## config.mk

```make
export PLATFORM = sky130hd
export DESIGN_NAME = hdms_top
export DESIGN_NICKNAME = d
export VERILOG_FILES = /design/src/shared/hdms_pkg.sv /design/src/shared/hdms_meter_if.sv /design/src/hdl/hdms_duty_meter.sv /design/src/hdl/hdms_top.sv
export VERILOG_INCLUDE_DIRS = /design/src /design/src/shared
export SDC_FILE = /design/constraint.sdc
export NUM_CORES = 1
export LEC_CHECK = 0
export ABC_AREA = 1
export BUFFER_PORTS_ARGS = -buffer_cell sky130_fd_sc_hd__buf_2
export CORE_ASPECT_RATIO = 1.2
export CORE_MARGIN = 5
export CORE_UTILIZATION = 35
export DETAILED_ROUTE_END_ITERATION = 16
export PLACE_DENSITY = 0.55
export SLEW_MARGIN = 10
export SYNTH_ARGS = -nofsm -noshare
export SYNTH_HDL_FRONTEND = slang
export SYNTH_SLANG_ARGS = --single-unit
```

## constraint.sdc

```tcl
create_clock -name CLK -period 4.2 [get_ports CLK]
set_input_delay 0.63 -clock CLK [delete_from_list [all_inputs] [get_ports CLK]]
set_output_delay 0.63 -clock CLK [all_outputs]
set_load 0.01 [all_outputs]
```

## src/shared/hdms_params.svh

```systemverilog
/*
 * Constants of the vibration source selector: register offsets, control
 * field positions, mode codes, reset values and the duty meter window.
 * Assumes it is included by its bare name; the guard allows several includes.
 */
`ifndef HDMS_PARAMS_SVH
`define HDMS_PARAMS_SVH

// ****************************************
// Register offsets
// ****************************************
`define HDMS_OFS_CONTROL      8'h09
`define HDMS_OFS_LIVE_AMP     8'h0A
`define HDMS_OFS_RAM_ADDR     8'h0B

// ****************************************
// Control and live amplitude register fields
// ****************************************
`define HDMS_BIT_TRIGGER      7
`define HDMS_BIT_RAM_EN       6
`define HDMS_BIT_CLK_GATE     5
`define HDMS_MODE_MSB         4
`define HDMS_SIGN_BIT         7

// ****************************************
// Mode codes
// ****************************************
`define HDMS_MODE_IDLE        5'h00
`define HDMS_MODE_PWM0        5'h01
`define HDMS_MODE_PWM4        5'h05
`define HDMS_MODE_LIVE_REG    5'h06
`define HDMS_MODE_STORED0     5'h07
`define HDMS_MODE_STORED4     5'h0B
`define HDMS_MODE_STORED_REG  5'h0C
`define HDMS_MODE_RAM_FIRST   5'h0D
`define HDMS_MODE_RAM_PIN4    5'h10
`define HDMS_MODE_RAM_PIN0    5'h11
`define HDMS_MODE_RAM_REG     5'h12
`define HDMS_RAM_PIN_BASE     5'h0C

// ****************************************
// Reset values and meter window
// ****************************************
`define HDMS_RST_REG          8'h00
`define HDMS_WIN_BITS         8

`endif

```

## src/shared/hdms_pkg.sv

```systemverilog
/*
 * Types of the vibration source selector: state codes, source kinds and
 * the packed state record. Assumes the constants header is on the path.
 */
package hdms_pkg;
`include "hdms_params.svh"

    typedef enum logic [3:0]
    {
        ST_IDLE  = 4'h1,
        ST_LIVE  = 4'h2,
        ST_ARMED = 4'h4,
        ST_PLAY  = 4'h8
    } hdms_state_t;

    typedef enum logic [2:0]
    {
        K_IDLE       = 3'h0,
        K_PWM        = 3'h1,
        K_REG        = 3'h2,
        K_STORED_PIN = 3'h3,
        K_STORED_REG = 3'h4,
        K_RAM_PIN    = 3'h5,
        K_RAM_REG    = 3'h6
    } hdms_kind_t;

    typedef struct packed
    {
        hdms_state_t state;
        logic        trig;
        logic        ram_en;
        logic        gate;
        logic [4:0]  mode;
        logic [7:0]  live_amp;
        logic [7:0]  ram_addr;
        logic [7:0]  rdata;
        logic [4:0]  pins_prev;
        logic [6:0]  level;
        logic        neg;
        logic        en;
        logic        stored_start;
        logic        ram_start;
        logic [7:0]  play_addr;
    } hdms_st_t;
endpackage

```

## src/shared/hdms_meter_if.sv

```systemverilog
/*
 * Link between the selector and its duty cycle meter.
 * Assumes both ends run on the same clock.
 */
`timescale 1ns/10ps
interface hdms_meter_if;
    logic       pin;
    logic       clear;
    logic [6:0] duty;
    logic       valid;

    modport meter (input pin, input clear, output duty, output valid);
    modport user  (output pin, output clear, input duty, input valid);
endinterface

```

## src/hdl/hdms_duty_meter.sv

```systemverilog
/*
 * Duty cycle meter: counts high samples of one pin over a window of
 * 2**WIN_BITS clocks and reports the share in steps of 1/128.
 * Assumes the pin is synchronous to CLK.
 */
`timescale 1ns/10ps
`include "hdms_params.svh"
module hdms_duty_meter
#(
    parameter int WIN_BITS = `HDMS_WIN_BITS
)
(
    input  wire logic   CLK,
    input  wire logic   RESET,
    hdms_meter_if.meter m
);
    import hdms_pkg::*;

    typedef struct packed
    {
        logic [WIN_BITS-1:0] cnt;
        logic [WIN_BITS:0]   high;
        logic [6:0]          duty;
        logic                valid;
    } hdms_meter_st_t;

    hdms_meter_st_t q;
    hdms_meter_st_t d;
    logic [WIN_BITS:0] total;

    if (WIN_BITS < 7)
    begin : g_bad_win
        $error("meter window shorter than the output resolution");
    end

    always_comb
    begin
        d = q;
        total = q.high + {{WIN_BITS{1'b0}}, m.pin};
        if (m.clear)
        begin
            d.cnt = '0;
            d.high = '0;
            d.valid = 1'b0;
        end
        else if (&q.cnt)
        begin
            d.cnt = '0;
            d.high = '0;
            d.valid = 1'b1;
            d.duty = total[WIN_BITS] ? 7'h7F : total[WIN_BITS-1 -: 7];
        end
        else
        begin
            d.cnt = q.cnt + 1'b1;
            d.high = total;
        end
    end

    always_ff @(posedge CLK or posedge RESET)
    begin
        if (RESET)
            q <= '0;
        else
            q <= d;
    end

    assign m.duty = q.duty;
    assign m.valid = q.valid;
endmodule

```

## src/hdl/hdms_top.sv

```systemverilog
/*
 * Vibration source selector: control, live amplitude and RAM start address
 * registers, mode decode, live drive level and pattern start pulses.
 * Assumes a synchronous register port and pins synchronous to CLK; the
 * stored and RAM pattern players sit outside and report PATTERN_DONE.
 */
// How it works
// - Modes 1-3 follow duty on pins 0-2
// - Mode 4 pin three, mode 5 pin four
// - Mode 6 drives from live amplitude register
// - Pin pulse starts stored pattern, modes 7-11
// - Mode 12 starts on control bit seven
// - Modes 13-17 play RAM on pin pulse, 18 on bit seven
// - Amplitude step is 0.78 percent full scale
// - Amplitude top bit gives drive polarity
// - RAM playback starts at start address register
`timescale 1ns/10ps
`include "hdms_params.svh"
module hdms_top
#(
    parameter int WIN_BITS = `HDMS_WIN_BITS
)
(
    input  wire logic       CLK,
    input  wire logic       RESET,
    input  wire logic       REG_WR,
    input  wire logic       REG_RD,
    input  wire logic [7:0] REG_ADDR,
    input  wire logic [7:0] REG_WDATA,
    output logic      [7:0] REG_RDATA,
    input  wire logic [4:0] MP_PIN,
    input  wire logic       PATTERN_DONE,
    output logic            DRIVE_EN,
    output logic            DRIVE_NEG,
    output logic      [6:0] DRIVE_LEVEL,
    output logic            STORED_START,
    output logic            RAM_START,
    output logic      [7:0] RAM_ADDR,
    output logic            PLAYING
);
    import hdms_pkg::*;

    // ****************************************
    // State, decode and meter link
    // ****************************************
    hdms_st_t    q;
    hdms_st_t    d;
    hdms_kind_t  kind;
    logic [2:0]  sel_pin;
    logic        active;
    logic        ctrl_wr;
    logic        mode_chg;
    logic        trig_ev;
    logic [4:0]  pin_rise;
    logic        live_src;

    hdms_meter_if mif ();

    // Window must hold at least one count per output step
    if (WIN_BITS < 7)
    begin : g_bad_top_win
        $error("duty meter window too short");
    end

    hdms_duty_meter #(.WIN_BITS(WIN_BITS)) u_meter
    (
        .CLK   (CLK),
        .RESET (RESET),
        .m     (mif.meter)
    );

    // ****************************************
    // Mode decode
    // ****************************************
    always_comb
    begin
        kind = K_IDLE;
        sel_pin = 3'h0;
        if (q.mode >= `HDMS_MODE_PWM0 && q.mode <= `HDMS_MODE_PWM4)
        begin
            kind = K_PWM;
            sel_pin = 3'(q.mode - `HDMS_MODE_PWM0);
        end
        else if (q.mode == `HDMS_MODE_LIVE_REG)
            kind = K_REG;
        else if (q.mode >= `HDMS_MODE_STORED0 && q.mode <= `HDMS_MODE_STORED4)
        begin
            kind = K_STORED_PIN;
            sel_pin = 3'(q.mode - `HDMS_MODE_STORED0);
        end
        else if (q.mode == `HDMS_MODE_STORED_REG)
            kind = K_STORED_REG;
        else if (q.mode >= `HDMS_MODE_RAM_FIRST && q.mode <= `HDMS_MODE_RAM_PIN4)
        begin
            kind = K_RAM_PIN;
            sel_pin = 3'(q.mode - `HDMS_RAM_PIN_BASE);
        end
        else if (q.mode == `HDMS_MODE_RAM_PIN0)
            kind = K_RAM_PIN;
        else if (q.mode == `HDMS_MODE_RAM_REG)
            kind = K_RAM_REG;
    end

    // RAM sources also need the RAM block enabled
    assign active = q.gate && kind != K_IDLE
                    && (q.ram_en || (kind != K_RAM_PIN && kind != K_RAM_REG));
    assign ctrl_wr = REG_WR && REG_ADDR == `HDMS_OFS_CONTROL;
    assign mode_chg = ctrl_wr && (REG_WDATA[`HDMS_MODE_MSB:0] != q.mode || !REG_WDATA[`HDMS_BIT_CLK_GATE]);
    assign pin_rise = MP_PIN & ~q.pins_prev;
    assign live_src = kind == K_PWM || kind == K_REG;

    always_comb
    begin
        trig_ev = 1'b0;
        if (kind == K_STORED_PIN || kind == K_RAM_PIN)
            trig_ev = pin_rise[sel_pin];
        else if (kind == K_STORED_REG || kind == K_RAM_REG)
            trig_ev = ctrl_wr && REG_WDATA[`HDMS_BIT_TRIGGER];
    end

    assign mif.pin = MP_PIN[sel_pin];
    assign mif.clear = kind != K_PWM || !active || mode_chg;

    // ****************************************
    // Registers and sequencing
    // ****************************************
    always_comb
    begin
        d = q;
        d.pins_prev = MP_PIN;
        d.stored_start = 1'b0;
        d.ram_start = 1'b0;
        if (REG_WR)
        begin
            unique case (REG_ADDR)
                `HDMS_OFS_CONTROL:
                begin
                    d.trig = REG_WDATA[`HDMS_BIT_TRIGGER];
                    d.ram_en = REG_WDATA[`HDMS_BIT_RAM_EN];
                    d.gate = REG_WDATA[`HDMS_BIT_CLK_GATE];
                    d.mode = REG_WDATA[`HDMS_MODE_MSB:0];
                end
                `HDMS_OFS_LIVE_AMP: d.live_amp = REG_WDATA;
                `HDMS_OFS_RAM_ADDR: d.ram_addr = REG_WDATA;
                default: ;
            endcase
        end
        d.rdata = `HDMS_RST_REG;
        if (REG_RD)
        begin
            unique case (REG_ADDR)
                `HDMS_OFS_CONTROL: d.rdata = {q.trig, q.ram_en, q.gate, q.mode};
                `HDMS_OFS_LIVE_AMP: d.rdata = q.live_amp;
                `HDMS_OFS_RAM_ADDR: d.rdata = q.ram_addr;
                default: d.rdata = `HDMS_RST_REG;
            endcase
        end
        unique case (q.state)
            ST_IDLE:
            begin
                if (active && !mode_chg)
                    d.state = live_src ? ST_LIVE : ST_ARMED;
            end
            ST_LIVE:
            begin
                if (!active || mode_chg)
                    d.state = ST_IDLE;
            end
            ST_ARMED:
            begin
                if (!active || mode_chg)
                    d.state = ST_IDLE;
                else if (trig_ev)
                begin
                    d.state = ST_PLAY;
                    if (kind == K_RAM_PIN || kind == K_RAM_REG)
                    begin
                        d.ram_start = 1'b1;
                        d.play_addr = q.ram_addr;
                    end
                    else
                        d.stored_start = 1'b1;
                end
            end
            ST_PLAY:
            begin
                if (!active || mode_chg)
                    d.state = ST_IDLE;
                else if (PATTERN_DONE)
                    d.state = ST_ARMED;
            end
            default: d.state = ST_IDLE;
        endcase
        d.en = d.state == ST_LIVE || d.state == ST_PLAY;
        d.level = 7'h00;
        d.neg = 1'b0;
        if (d.state == ST_LIVE && kind == K_REG)
        begin
            d.level = q.live_amp[6:0];
            d.neg = q.live_amp[`HDMS_SIGN_BIT];
        end
        else if (d.state == ST_LIVE && mif.valid)
            d.level = mif.duty;
    end

    always_ff @(posedge CLK or posedge RESET)
    begin
        if (RESET)
            q <= '{state: ST_IDLE, default: '0};
        else
            q <= d;
    end

    assign REG_RDATA = q.rdata;
    assign DRIVE_EN = q.en;
    assign DRIVE_NEG = q.neg;
    assign DRIVE_LEVEL = q.level;
    assign STORED_START = q.stored_start;
    assign RAM_START = q.ram_start;
    assign RAM_ADDR = q.play_addr;
    assign PLAYING = q.state == ST_PLAY;
endmodule

```

== Yosys cells after proc, flatten, opt, wreduce, memory -nomap -nowiden ==
Index checks and enable logic that the tools add are counted.

* Add/subtract/negate cells: 5
* Order comparisons: 7
* Eq/ne operators: 23
* Multiplexer cells: 41
* Bitwise operators: 4
* Reductions and logical operators: 33

{| class="wikitable"
|+ Operator list
! cell !! count
|-
| 2-to-1 mux 3 bit || 13
|-
| 2-to-1 mux 17 bit || 2
|-
| 2-to-1 mux 10 bit || 3
|-
| == test 8 x 4 -> 1 bit (second input constant) || 3
|-
| 2-to-1 mux 4 bit || 6
|-
| one-hot mux 8 bit (3 select lines) || 1
|-
| 2-to-1 mux 7 bit || 3
|-
| one-hot mux 4 bit (4 select lines) || 1
|-
| logical AND 1 bit || 12
|-
| == test 5 bit (second input constant) || 2
|-
| logical OR 1 bit || 10
|-
| adder 9 x 1 -> 9 bit || 1
|-
| == test 3 bit (second input constant) || 3
|-
| 2-to-1 mux 9 bit || 1
|-
| AND reduction 9 bit || 1
|-
| adder 8 x 1 -> 8 bit (second input constant) || 1
|-
| == test 4 x 2 -> 1 bit (second input constant) || 2
|-
| == test 4 bit (second input constant) || 2
|-
| 2-to-1 mux 1 bit || 8
|-
| 2-to-1 mux 8 bit || 1
|-
| AND reduction 8 bit || 1
|-
| binary-select mux 1 bit (select 3 bit) || 2
|-
| == test 3 x 2 -> 1 bit (second input constant) || 2
|-
| inequality test 3 bit (second input constant) || 2
|-
| other kinds (24) || 30
|}

* Register bits: 85
* Output and inout bits: 28
* Logic and storage cells: 132

== Logic depth before layout (Yosys ltp) ==
Gate-level depths: netlist (run 1).

* Depth in word-level cells: 20
* Mapped depth: 25
* Depth with buffers taken out: 25

== Hierarchy ==
A second synthesis (run 1) with hierarchy kept.

* Cell total of the unflattened synthesis: 565
* Area, all modules: 4601.9 µm²

{| class="wikitable"
|+ Modules (own cells, without submodules)
! module !! times used !! cells each !! area each (µm²) !! seq. area each (µm²)
|-
| hdms_top || 1 || 419 || 3359.5 || 1502.7
|-
| hdms_duty_meter || 1 || 146 || 1242.4 || 625.6
|}

== Worst setup path after synthesis (run 1) ==
No wires, ideal clock.

* Path type: reg2reg
* Start: register q[48] (netlist bit)
* End: register u_meter.q (netlist bit u_meter.m.duty[0])
* Library setup time: 124 ps
* Arrival: 3156 ps
* Required time: 4076 ps
* Setup slack: 920 ps
* Stages on the path, launching flop included: 25
* Path buffers: 1
* Clock period less this slack: 3280 ps
* Cells stage by stage: dfrtp_1 buf_6 inv_1 ha_1 nand3_1 nor2_1 inv_1 nand3_1 nand2_2 nand2_2 inv_1 o21ai_0 o21bai_1 a31oi_1 ha_1 ha_1 nand3_1 nand3b_1 nor2_1 inv_1 nor2_1 xnor2_1 inv_1 nor3_1 a21oi_1

* Longest elaborated chain between the ends: 17
* Elaborated cells on any way between the ends: 48
* Those cells by class: add/sub: 4; order compare: 6; eq/ne: 8; mux: 15; bitwise: 1; reduce/logical: 14

{| class="wikitable"
|+ RTL lines
! item !! line !! source
|-
| start, declared || hdms_top.sv:46 || <nowiki>hdms_st_t q;</nowiki>
|-
| start signal, assigned || hdms_top.sv:209 || <nowiki>q <= '{state: ST_IDLE, default: '0};</nowiki>
|-
| start signal, assigned || hdms_top.sv:211 || <nowiki>q <= d;</nowiki>
|-
| branches (longest 17 deep; another with adder 9 x 1 -> 9 bit) || - ||
|-
| end signal, assigned || hdms_duty_meter.sv:63 || <nowiki>q <= '0;</nowiki>
|-
| end signal, assigned || hdms_duty_meter.sv:65 || <nowiki>q <= d;</nowiki>
|-
| end, declared || hdms_duty_meter.sv:27 || <nowiki>hdms_meter_st_t q;</nowiki>
|}

Parallel ways; which one is timed is not known. The select of a mux whose other input is x is not followed.
A chain may end at the register's enable or synchronous reset.

== Worst setup path in the final report (run 1) ==
Ends and elaborated chain as after synthesis.

==> results of run 1 <==
cells in the mapped netlist, types with 2 or more instances:
cell type | n | area (um2)
xor2_1 | 7 | 61.3
nor3_1 | 11 | 55.1
nand2_1 | 115 | 432
a31oi_1 | 3 | 18.8
nand4_1 | 4 | 25.0
xnor2_1 | 2 | 17.5
buf_4 | 24 | 180
buf_6 | 5 | 56.3
nor3b_1 | 2 | 15.0
inv_1 | 88 | 330
o22ai_1 | 6 | 37.5
a221oi_1 | 3 | 26.3
nand2_2 | 13 | 81.3
inv_2 | 3 | 11.3
nand3b_1 | 4 | 30.0
nand3_1 | 46 | 230
clkbuf_1 | 3 | 11.3
nor2_1 | 66 | 248
nor2_2 | 2 | 12.5
dfrtp_1 | 84 | 2100
o211ai_1 | 2 | 15.0
a21oi_1 | 14 | 70.1
o21ai_0 | 28 | 140
buf_2 | 3 | 15.0
ha_1 | 7 | 87.6
what timing repair did:
| action | in CTS | in global routing |
|---|---|---|
| endpoints found under the setup margin | 0 | 4 |
| gates resized for setup | 0 | 1 |
| buffers inserted | 0 | 0 |
critical path, stage by stage, from the launching register on:
cell and delay, ns:
dfrtp_1 0.59, inv_1 0.18, ha_1 0.28, nand3_1 0.10
nor2_1 0.07, inv_1 0.10, nand3_1 0.10, nand2_2 0.10
nand2_2 0.10, inv_1 0.08, nor2_1 0.04, nor2_1 0.06
o21ai_0 0.08, a31oi_1 0.18, ha_1 0.19, ha_1 0.18
nand3_1 0.11, nand3b_1 0.19, nor2_1 0.09, inv_1 0.06
nor2_1 0.16, xnor2_2 0.19, inv_1 0.09, nor3_1 0.19
a21oi_1 0.06
per-stage QoR:
stage                     hold slack, ns   util  std cells  setup slack (ns)
after global routing               0.423  0.399        762           0.00646
after floorplan                    0.433      -        563             0.920
after global placement             0.449  0.374        746             0.623
after detailed placement           0.454  0.374        746             0.469
final                              0.424  0.399        762             0.520
after CTS                          0.418  0.398        762             0.458
layout make-up:
class / instances / area, um2
fill: 1293 / 7620
sequential: 85 / 2130
multi-input combinational: 352 / 1800
inverter: 91 / 344
timing repair buffer: 54 / 273
clock buffer: 10 / 239
tap: 164 / 205
clock inverter: 6 / 61.3
registers in the layout, summed over array words and instances, names as in the netlist:
name and count:
DRIVE_EN 1, u_meter.q 17, DRIVE_NEG 1, REG_RDATA 8, u_meter.m.valid 1, RAM_ADDR 8
RAM_START 1, DRIVE_LEVEL 7, STORED_START 1, u_meter.m.duty 7, q 33
metal layers:
metal  vias up  GRT usage  share of wire
li1       1813          -              -
met1      1606      0.180           0.45
met2        76      0.232           0.48
met3        13     0.0309          0.050
met4         0     0.0482          0.016
met5         -          0              0
report_power, final:
group	total, mW	switching [mW]	internal, mW
clock network	0.802	0.326	0.476
registers	0.856	0.0177	0.838
logic	0.197	0.132	0.0650
cell families after synthesis:
kind of cell,count (synthesis)
AND/OR/NAND/NOR,273
buffers and inverters,126
flip-flops,85
AO/OA/AOI/OAI,63
XOR/XNOR,9
adder cells (fa/ha/maj),7
cell usage in the layout (no fill, tap or decap), drive strengths merged, types with 4 or more instances in the layout:
cell and instances:
nand4 5, o21ai 29, xor2 7, nor3 12
nor2 69, a21oi 14, inv 92, buf 54
ha 7, a31oi 4, nand2 129, nand3 48
dfrtp 84, nand3b 4, o22ai 6, clkbuf 10
path summary, 6_finish.rpt:
check / depth (start not counted) / slack, ns / startpoint / end
worst max register to register: 24 / 0.52 / q[48]$_DFFE_PP0P_ / u_meter.m.duty[0]$_DFFE_PP0P_
worst max-delay path: 24 / 0.52 / q[48]$_DFFE_PP0P_ / u_meter.m.duty[0]$_DFFE_PP0P_
worst min register to register: 1 / 0.46 / u_meter.q[17]$_DFF_PP0_ / u_meter.q[17]$_DFF_PP0_
worst min-delay path: 1 / 0.42 / MP_PIN[0] / q[19]$_DFF_PP0_
min in group asynchronous: 2 / 0.45 / RESET / DRIVE_NEG$_DFF_PP0_
max in group asynchronous: 3 / 2.91 / RESET / q[56]$_DFF_PP1_
==> results.md, run 1 <==
- Outcome: completed
- Number of synthesized flops with an enable pin: 0
- Root buf cell: clkbuf_16
- Residual DRC: 0
- Site Rows: 45
- Crit path launch type: flip-flop
- Vias in the first global route: 3,516
- Port bufs: 53
- Crit path max fanout: 11
- Initial antenna violation count: 0
- Syn Inst Count: ~560
- CTS Hold Bufs: 0
- Least-Margin Pin Slew: roughly 0.9 ns
- Crit share post-route: 0.876
- CTS tree: yes
- Setup TNS: 0 ns
- Via count: 3,508
- Synth Area in Compound Gates: 0.0841
- Worst Path Arrival: 3.89 ns
- Syn Std Cell Area: about 0.0045 mm2
- Drt total wl: 10.1 mm
- Peak Freq: around 0.27 GHz
- Clk_skew: 0.00681 ns
- Initial core utilization: 0.357
- Register area share after synthesis: 0.471
- Core ar.: between 0.01 and 0.015 mm2
- Area Overhead vs Synth: 11.6%
- Final ANT Viol Nets: 0
- First-pass GRT wire length: 17.2 mm
- Largest family of logic cells by synthesized area: simple AND/OR/NAND/NOR gates
- Syn. warnings: 0
- Worst rel slew slack: 0.413
- WP data required: 4.41 ns
- TritonCTS Sinks: 85
- Later-pin clock latency in the skew report: 0.34 ns
- Final Total Pwr: about 1.9 mW
- Avg Cell Area, Syn: between 8 and 9 um2
- Die height: 135 um
- Synth Area in Simple Gates: 0.275
- DR iter-0 viols: 245
- Global-route usage over all layers: 0.140
- Drt first pass iters: 4
- Pwr dens: 367 mW/mm2
- # diodes: 0
- Area of placed instances: around 0.0047 mm2
- Synth Area in XOR/XNOR: 0.0174
- Synthesized Nets: about 600
- Synth Area in Adders: 0.0194
- Fin crit period: 3.68 ns
- Largest net degree at the start of global routing: between 60 and 70
- Num CTS Buffers: 9
- Leakage: 2.68 nW
- Ratio of cells with drive above 1 in the final layout: 0.172
- RePlAce Congestion: 0.877
- H-tree depth: 3
- RSZ-0062 raised after global routing: false
- Final #Nets: 626
- Clock buffer depth: 2
- Maximum vdd drop: 164 uV
- Final Hold Viols: 0
- Top FF cell, synth: dfrtp_1
- Crit Path Category: reg -> reg
- Yosys cell types: 43
- Final setup viols: 0
- Dpl hpwl: approximately 7.6 mm
- Die Width: 114 um
- Die area: 0.0153 mm2
- Gr ovfl total: 0
- I/O Pins: 54
- Mux share of post-synthesis cell area: 0
- HP Class: in -> reg
- WL per Instance: ~13 um
- Clock transition at the registers of the reported paths: 0.06 ns
- Max cap viols: 0
- Number of vias per cell: about 4.6
- Synthesized flop and latch total: 85
- Final instance area: between 0.005 and 0.006 mm2
- Setup crit end kind: flip-flop
- Max-slew violations: 0
- Ys async rst share: 1.00
No activity file was read; power rests on OpenSTA's default activity.
==> run 2: changes to the inputs <==
--- a/config.mk
+++ b/config.mk
@@ -13,6 +13,7 @@
 export CORE_UTILIZATION = 35
 export DETAILED_ROUTE_END_ITERATION = 16
 export PLACE_DENSITY = 0.55
+export RECOVER_POWER = 50
 export SLEW_MARGIN = 10
 export SYNTH_ARGS = -nofsm -noshare
 export SYNTH_HDL_FRONTEND = slang
==> run 2 against run 1 <==
  * The flow now finishes with violations (max-capacitance violations, max-slew violations)
  * Combinational power hardly changed
  * Fmax is 0.17% lower
  * Design area shrank 0.47%
  * Clock skew barely moved
  * Global-route usage unchanged
  * Core utilization is 0.19 points lower
  * Highest routed layer unchanged
==> results.md, run 2 (synthesis gave the netlist of run 1 again) <==
- Setup Buffers After CTS: 0
- CTS tree: yes
- RePlAce Congestion: 0.877
- Most frequent cells in the layout: 115 x nand2_1, 87 x inv_1, 84 x dfrtp_1
- Setup TNS: 0 ns
- Failing checks: max-capacitance violations, max-slew violations
- Ratio of cells with drive above 1 in the final layout: 0.145
- # diodes: 0
- Leakage: approximately 2.6 nW
- Via count: 3,503
- Peak Freq: 0.271 GHz
- Least-Margin Pin Slew: 2.78 ns
- Top reg by flops: q
- Pwr dens: around 370 mW/mm2
- Final #Nets: 626
- HP Class: in -> reg
- Setup crit end kind: flip-flop
- Global-route usage over all layers: 0.140
- RSZ-0062 raised after global routing: false
- Crit share post-route: 0.878
- Clock buffer depth: 2
- Later-pin clock latency in the skew report: 0.34 ns
- First-pass GRT wire length: 17.2 mm
- Largest net degree at the start of global routing: 65
- Crit Path Category: reg -> reg
- Fin crit period: 3.69 ns
- TritonCTS Sinks: between 80 and 90
- Worst rel slew slack: -0.862
- CTS Hold Bufs: 0
- Die area: about 0.015 mm2
- WL per Instance: 13.2 um
- Clock transition at the registers of the reported paths: 0.06 ns
- Switching Fraction: 0.256
- H-tree depth: 3
- Gr ovfl total: 0
- Area of placed instances: 0.00474 mm2
- Site Rows: between 40 and 50
- Initial core utilization: 0.357
- Max reg flops: 33
- Dpl hpwl: 7.64 mm
- Final ANT Viol Nets: 0
- Port bufs: 53
- I/O Pins: 54
- Final instance area: approximately 0.0050 mm2
- Final Total Pwr: roughly 1.9 mW
- Core ar.: 0.0127 mm2
- DR iter-0 viols: 241
- Drt first pass iters: 4
- Crit path max fanout: 11
- Pre-CTS setup slack: 0.469 ns
- Biggest regs: q x33, u_meter.q x17
- Final Hold Viols: 0
- Share of power burned in registers: 0.462
- Drt total wl: slightly above 10 mm
- Internal Dissipation: 1.38 mW
- Maximum vdd drop: approximately 160 uV
- Clk network pwr share: 0.433
- Die height: 135 um
- Max-slew violations: 65
- Outcome: complete, but fails checks
- WP data required: 4.41 ns
- Setup ws final: 0.514 ns
- Final setup viols: 0
- Area Overhead vs Synth: 11.1%
- Clk_skew: 0.00669 ns
- Residual DRC: 0
- Gate power share: 0.105
- Num CTS Buffers: 9
- Net switching power: 0.475 mW
- Max cap viols: 1
- Crit path launch type: flip-flop
- Root buf cell: clkbuf_16
- Number of vias per cell: 4.60
- Die Width: about 110 um
- Fill count: ~1.3k
- Vias in the first global route: roughly 3.5k
- Worst Path Arrival: slightly below 4 ns
- Initial antenna violation count: 0
- Most common cell after layout, fill and taps aside: nand2_1
## run 2: cell types whose count changed in the layout (fill, tap and decap cells not counted)
cell / change
clkbuf_1: +16
buf_2: -15
buf_4: -1
clkinvlp_2: +1
inv_4: -1
## run 2: through the flow
stage                     utilization  hold slack (ns)  instances
after global placement          0.374            0.449        746
final                           0.397            0.436        762
after global routing            0.397            0.435        762
after CTS                       0.398            0.418        762
after floorplan                     -            0.433        563
after detailed placement        0.374            0.454        746
## run 2: cell type report
class,count,area (um2),area share
clock buffer,10,239,0.0476
clock inverter,6,61.3,0.0122
inverter,91,343,0.0682
multi-input combinational,352,1800,0.358
sequential,85,2130,0.424
tap,164,205,0.0408
timing repair buffer,54,250,0.0498
## run 2: worst paths after layout
| path | startpoint | end | slack (ns) | cells past startpoint |
|---|---|---|---|---|
| max in group asynchronous | RESET | u_meter.q[11]$_DFF_PP0_ | 1.17 | 3 |
| setup reg to reg | q[48]$_DFFE_PP0P_ | u_meter.m.duty[0]$_DFFE_PP0P_ | 0.51 | 24 |
| setup / recovery | q[48]$_DFFE_PP0P_ | u_meter.m.duty[0]$_DFFE_PP0P_ | 0.51 | 24 |
| min in group asynchronous | RESET | DRIVE_NEG$_DFF_PP0_ | 1.08 | 2 |
| hold reg to reg | u_meter.q[17]$_DFF_PP0_ | u_meter.q[17]$_DFF_PP0_ | 0.46 | 1 |
| hold / removal | MP_PIN[1] | q[20]$_DFF_PP0_ | 0.44 | 1 |
## run 2: worst max-delay path, cell delays in order, from the launching register on
cell and delay [ns]:
dfrtp_1 0.59, inv_1 0.18, ha_1 0.28, nand3_1 0.10
nor2_1 0.07, inv_1 0.10, nand3_1 0.10, nand2_2 0.10
nand2_2 0.10, inv_1 0.08, nor2_1 0.04, nor2_1 0.07
o21ai_0 0.08, a31oi_1 0.18, ha_1 0.19, ha_1 0.18
nand3_1 0.11, nand3b_1 0.19, nor2_1 0.09, inv_1 0.06
nor2_1 0.16, xnor2_2 0.19, inv_1 0.09, nor3_1 0.19
a21oi_1 0.06
## run 2: timing repair
| action | in CTS | in global routing |
|---|---|---|
| endpoints found under the setup margin | 0 | 4 |
| gates resized for setup | 0 | 1 |
| hold endpoints to repair | 0 | 0 |
## run 2: power by group through the flow
| stage | sequential, mW | clock (mW) | combinational, mW |
|---|---|---|---|
| 6_report | 0.856 | 0.802 | 0.195 |
| 5_1_grt | 0.857 | 0.858 | 0.228 |
| 4_1_cts | 0.855 | 0.823 | 0.199 |
| 3_5_place_dp | 0.871 | 0 | 0.198 |
| 3_3_place_gp | 0.870 | 0 | 0.193 |
| 2_1_floorplan | 0.862 | 0 | 0.154 |
## run 2: routing by layer
metal	track usage	wire length [um]
met5	0	0
met4	0.0482	161
met3	0.0309	531
met2	0.232	4860
met1	0.180	4540
==> run 3: changes to the inputs <==
--- a/config.mk
+++ b/config.mk
@@ -8,6 +8,7 @@
 export LEC_CHECK = 0
 export ABC_AREA = 1
 export BUFFER_PORTS_ARGS = -buffer_cell sky130_fd_sc_hd__buf_2
+export CAP_MARGIN = 20
 export CORE_ASPECT_RATIO = 1.2
 export CORE_MARGIN = 5
 export CORE_UTILIZATION = 35
==> constraint.sdc (replaced) <==
create_clock -name CLK -period 3.63 [get_ports CLK]
set_input_delay 0.5445 -clock CLK [delete_from_list [all_inputs] [get_ports CLK]]
set_output_delay 0.5445 -clock CLK [all_outputs]
set_load 0.01 [all_outputs]
==> run 3 against run 2 <==
  * Via count grew 3.1%
  * Core utilization rose by 1.7 points
  * The flow still finishes with violations (max-capacitance violations, max-slew violations)
  * First-iteration DRC count down 5.0%
  * Critical endpoint unchanged
  * Register-to-register slack got worse by 0.27 ns
==> results.md, run 3 (synthesis gave the netlist of run 1 again) <==
- Share of power burned in registers: 0.453
- Initial antenna violation count: 0
- GR Util met2: 0.241
- Final instance area: 0.00524 mm2
- Core ar.: 0.0127 mm2
- Worst Setup SP: q[48]$_DFFE_PP0P_
- Outcome: complete, but fails checks
- TritonCTS Sinks: 85
- # diodes: 0
- Number of vias per cell: 4.65
- Via count: 3,612
- CTS Hold Bufs: 0
- Final Hold Viols: 0
- Clock buffer depth: 2
- Gate power share: 0.121
- Hold Slack: 0.348 ns
- Most common cell after layout, fill and taps aside: nand2_1
- Global-route usage over all layers: 0.143
- Worst Path Arrival: ~3.6 ns
- Area of placed instances: about 0.0048 mm2
- Failing checks: max-capacitance violations, max-slew violations
- Post-Place Cells: ~750
- Ratio of cells with drive above 1 in the final layout: 0.207
- Crit path launch type: flip-flop
- Non-Filler Instances: 777
- DR iter-0 viols: 229
- Leakage: 2.68 nW
- Crit path max fanout: 8
- Later-pin clock latency in the skew report: roughly 0.34 ns
- Initial core utilization: 0.357
- Peak Freq: 0.295 GHz
- Top reg by flops: q
- Pre-CTS setup slack: -0.0254 ns
- Residual DRC: 0
- Crit share post-route: 0.933
- Switching Fraction: 0.258
- Setup ws final: approximately 0.24 ns
- Setup TNS: 0 ns
- GRT Max-Usage Layer: met2
- Worst R2R Start: q[48]$_DFFE_PP0P_
- Largest net degree at the start of global routing: 44
- GRT met1 Usage: 0.180
- Pwr dens: 417 mW/mm2
- Root buf cell: clkbuf_16
- Max reg flops: 33
- Least-Margin Pin Slew: roughly 1.8 ns
- Biggest regs: q x33, u_meter.q x17
- First-pass GRT wire length: 17.5 mm
- Area Overhead vs Synth: 15.8%
- Fill count: 1,298
- WL per Instance: 13.5 um
- Hold Path Origin: MP_PIN[2]
- H-tree depth: 3
- Final ANT Viol Nets: 0
- CTS tree: yes
- Worst rel slew slack: -0.228
- Max-slew violations: 44
- Final #Nets: between 600 and 700
- Clk network pwr share: 0.427
- Drt first pass iters: 6
- Crit Path Category: reg -> reg
- Vias in the first global route: between 3k and 4k
- Die height: approximately 130 um
- Drt total wl: around 10 mm
- Final Total Pwr: about 2.2 mW
- Gr ovfl total: 0
- Internal Dissipation: 1.62 mW
- RePlAce Congestion: 0.896
- I/O Pins: 54
- Setup crit end kind: flip-flop
- Fin crit period: 3.39 ns
- Die area: 0.0153 mm2
- Most frequent cells in the layout: 110 x nand2_1, 84 x inv_1, 82 x dfrtp_1
- Final design utilization: 0.414
- WP data required: 3.84 ns
- Net switching power: 0.564 mW
- Clock transition at the registers of the reported paths: around 0.060 ns
- Port bufs: 53
- Site Rows: between 40 and 50
- Num CTS Buffers: 9
- HP Class: in -> reg
- Maximum vdd drop: 202 uV
- R2r setup slk: ~0.24 ns
- Final setup viols: 0
- Max cap viols: 1
- Dpl hpwl: 7.87 mm
- GRT met3 Usage: 0.0385
- Clk_skew: 0.00762 ns
- Die Width: 114 um
-- run 3: cell types whose count changed in the layout (fill, tap and decap cells not counted), sizes merged --
cell and change:
clkinv -2, buf +17, clkbuf -1, clkinvlp +1
-- run 3: final cells by class --
class / count / area, um2 / area share
tap: 164 / 205 / 0.0392
sequential: 85 / 2130 / 0.407
inverter: 91 / 345 / 0.0659
clock buffer: 11 / 243 / 0.0463
multi-input combinational: 352 / 1890 / 0.361
timing repair buffer: 69 / 365 / 0.0697
clock inverter: 5 / 58.8 / 0.0112
-- run 3: worst paths after layout --
| check | endpoint | cells past startpoint |
|---|---|---|
| max | u_meter.m.duty[0]$_DFFE_PP0P_ | 22 |
| min in group asynchronous | REG_RDATA[2]$_DFF_PP0_ | 2 |
| max in group asynchronous | q[46]$_DFFE_PP0P_ | 3 |
| min | q[21]$_DFF_PP0_ | 1 |
| min reg2reg | u_meter.q[17]$_DFF_PP0_ | 1 |
| max reg2reg | u_meter.m.duty[0]$_DFFE_PP0P_ | 22 |
-- run 3: power by group through the flow --
stage | combinational, mW | sequential (mW) | clock, mW
floorplan | 0.179 | 0.998 | 0
global placement | 0.232 | 1.00 | 0
detailed placement | 0.236 | 1.00 | 0
CTS | 0.237 | 0.987 | 0.954
global route | 0.303 | 0.990 | 1.00
finish | 0.264 | 0.989 | 0.932
-- run 3: repair_timing --
item	4_1_cts	5_1_grt
endpoints found under the setup margin	2	8
hold endpoints to repair	0	0
gates resized for setup	1	31
buffers inserted	0	10
pin swaps	0	16
-- run 3: worst max-delay path, stage by stage (launching register included) --
cell	delay, ns
dfrtp_2	0.49
ha_4	0.20
nor2_1	0.11
nand3_1	0.15
nand3_4	0.15
nand3_1	0.10
nand2_2	0.09
nand2_2	0.08
inv_1	0.08
o21ai_1	0.06
o21bai_1	0.15
a31oi_1	0.19
ha_2	0.23
ha_4	0.14
nand3_2	0.08
nand3b_1	0.18
nor2_1	0.09
inv_1	0.06
nor2_2	0.14
xnor2_2	0.20
inv_2	0.08
nor3_2	0.15
a21oi_1	0.05
-- run 3: metal layers --
metal	routed length [um]	up-vias
met5	0	-
met3	554	12
li1	-	1844
met2	5160	79
met1	4610	1677
met4	157	0
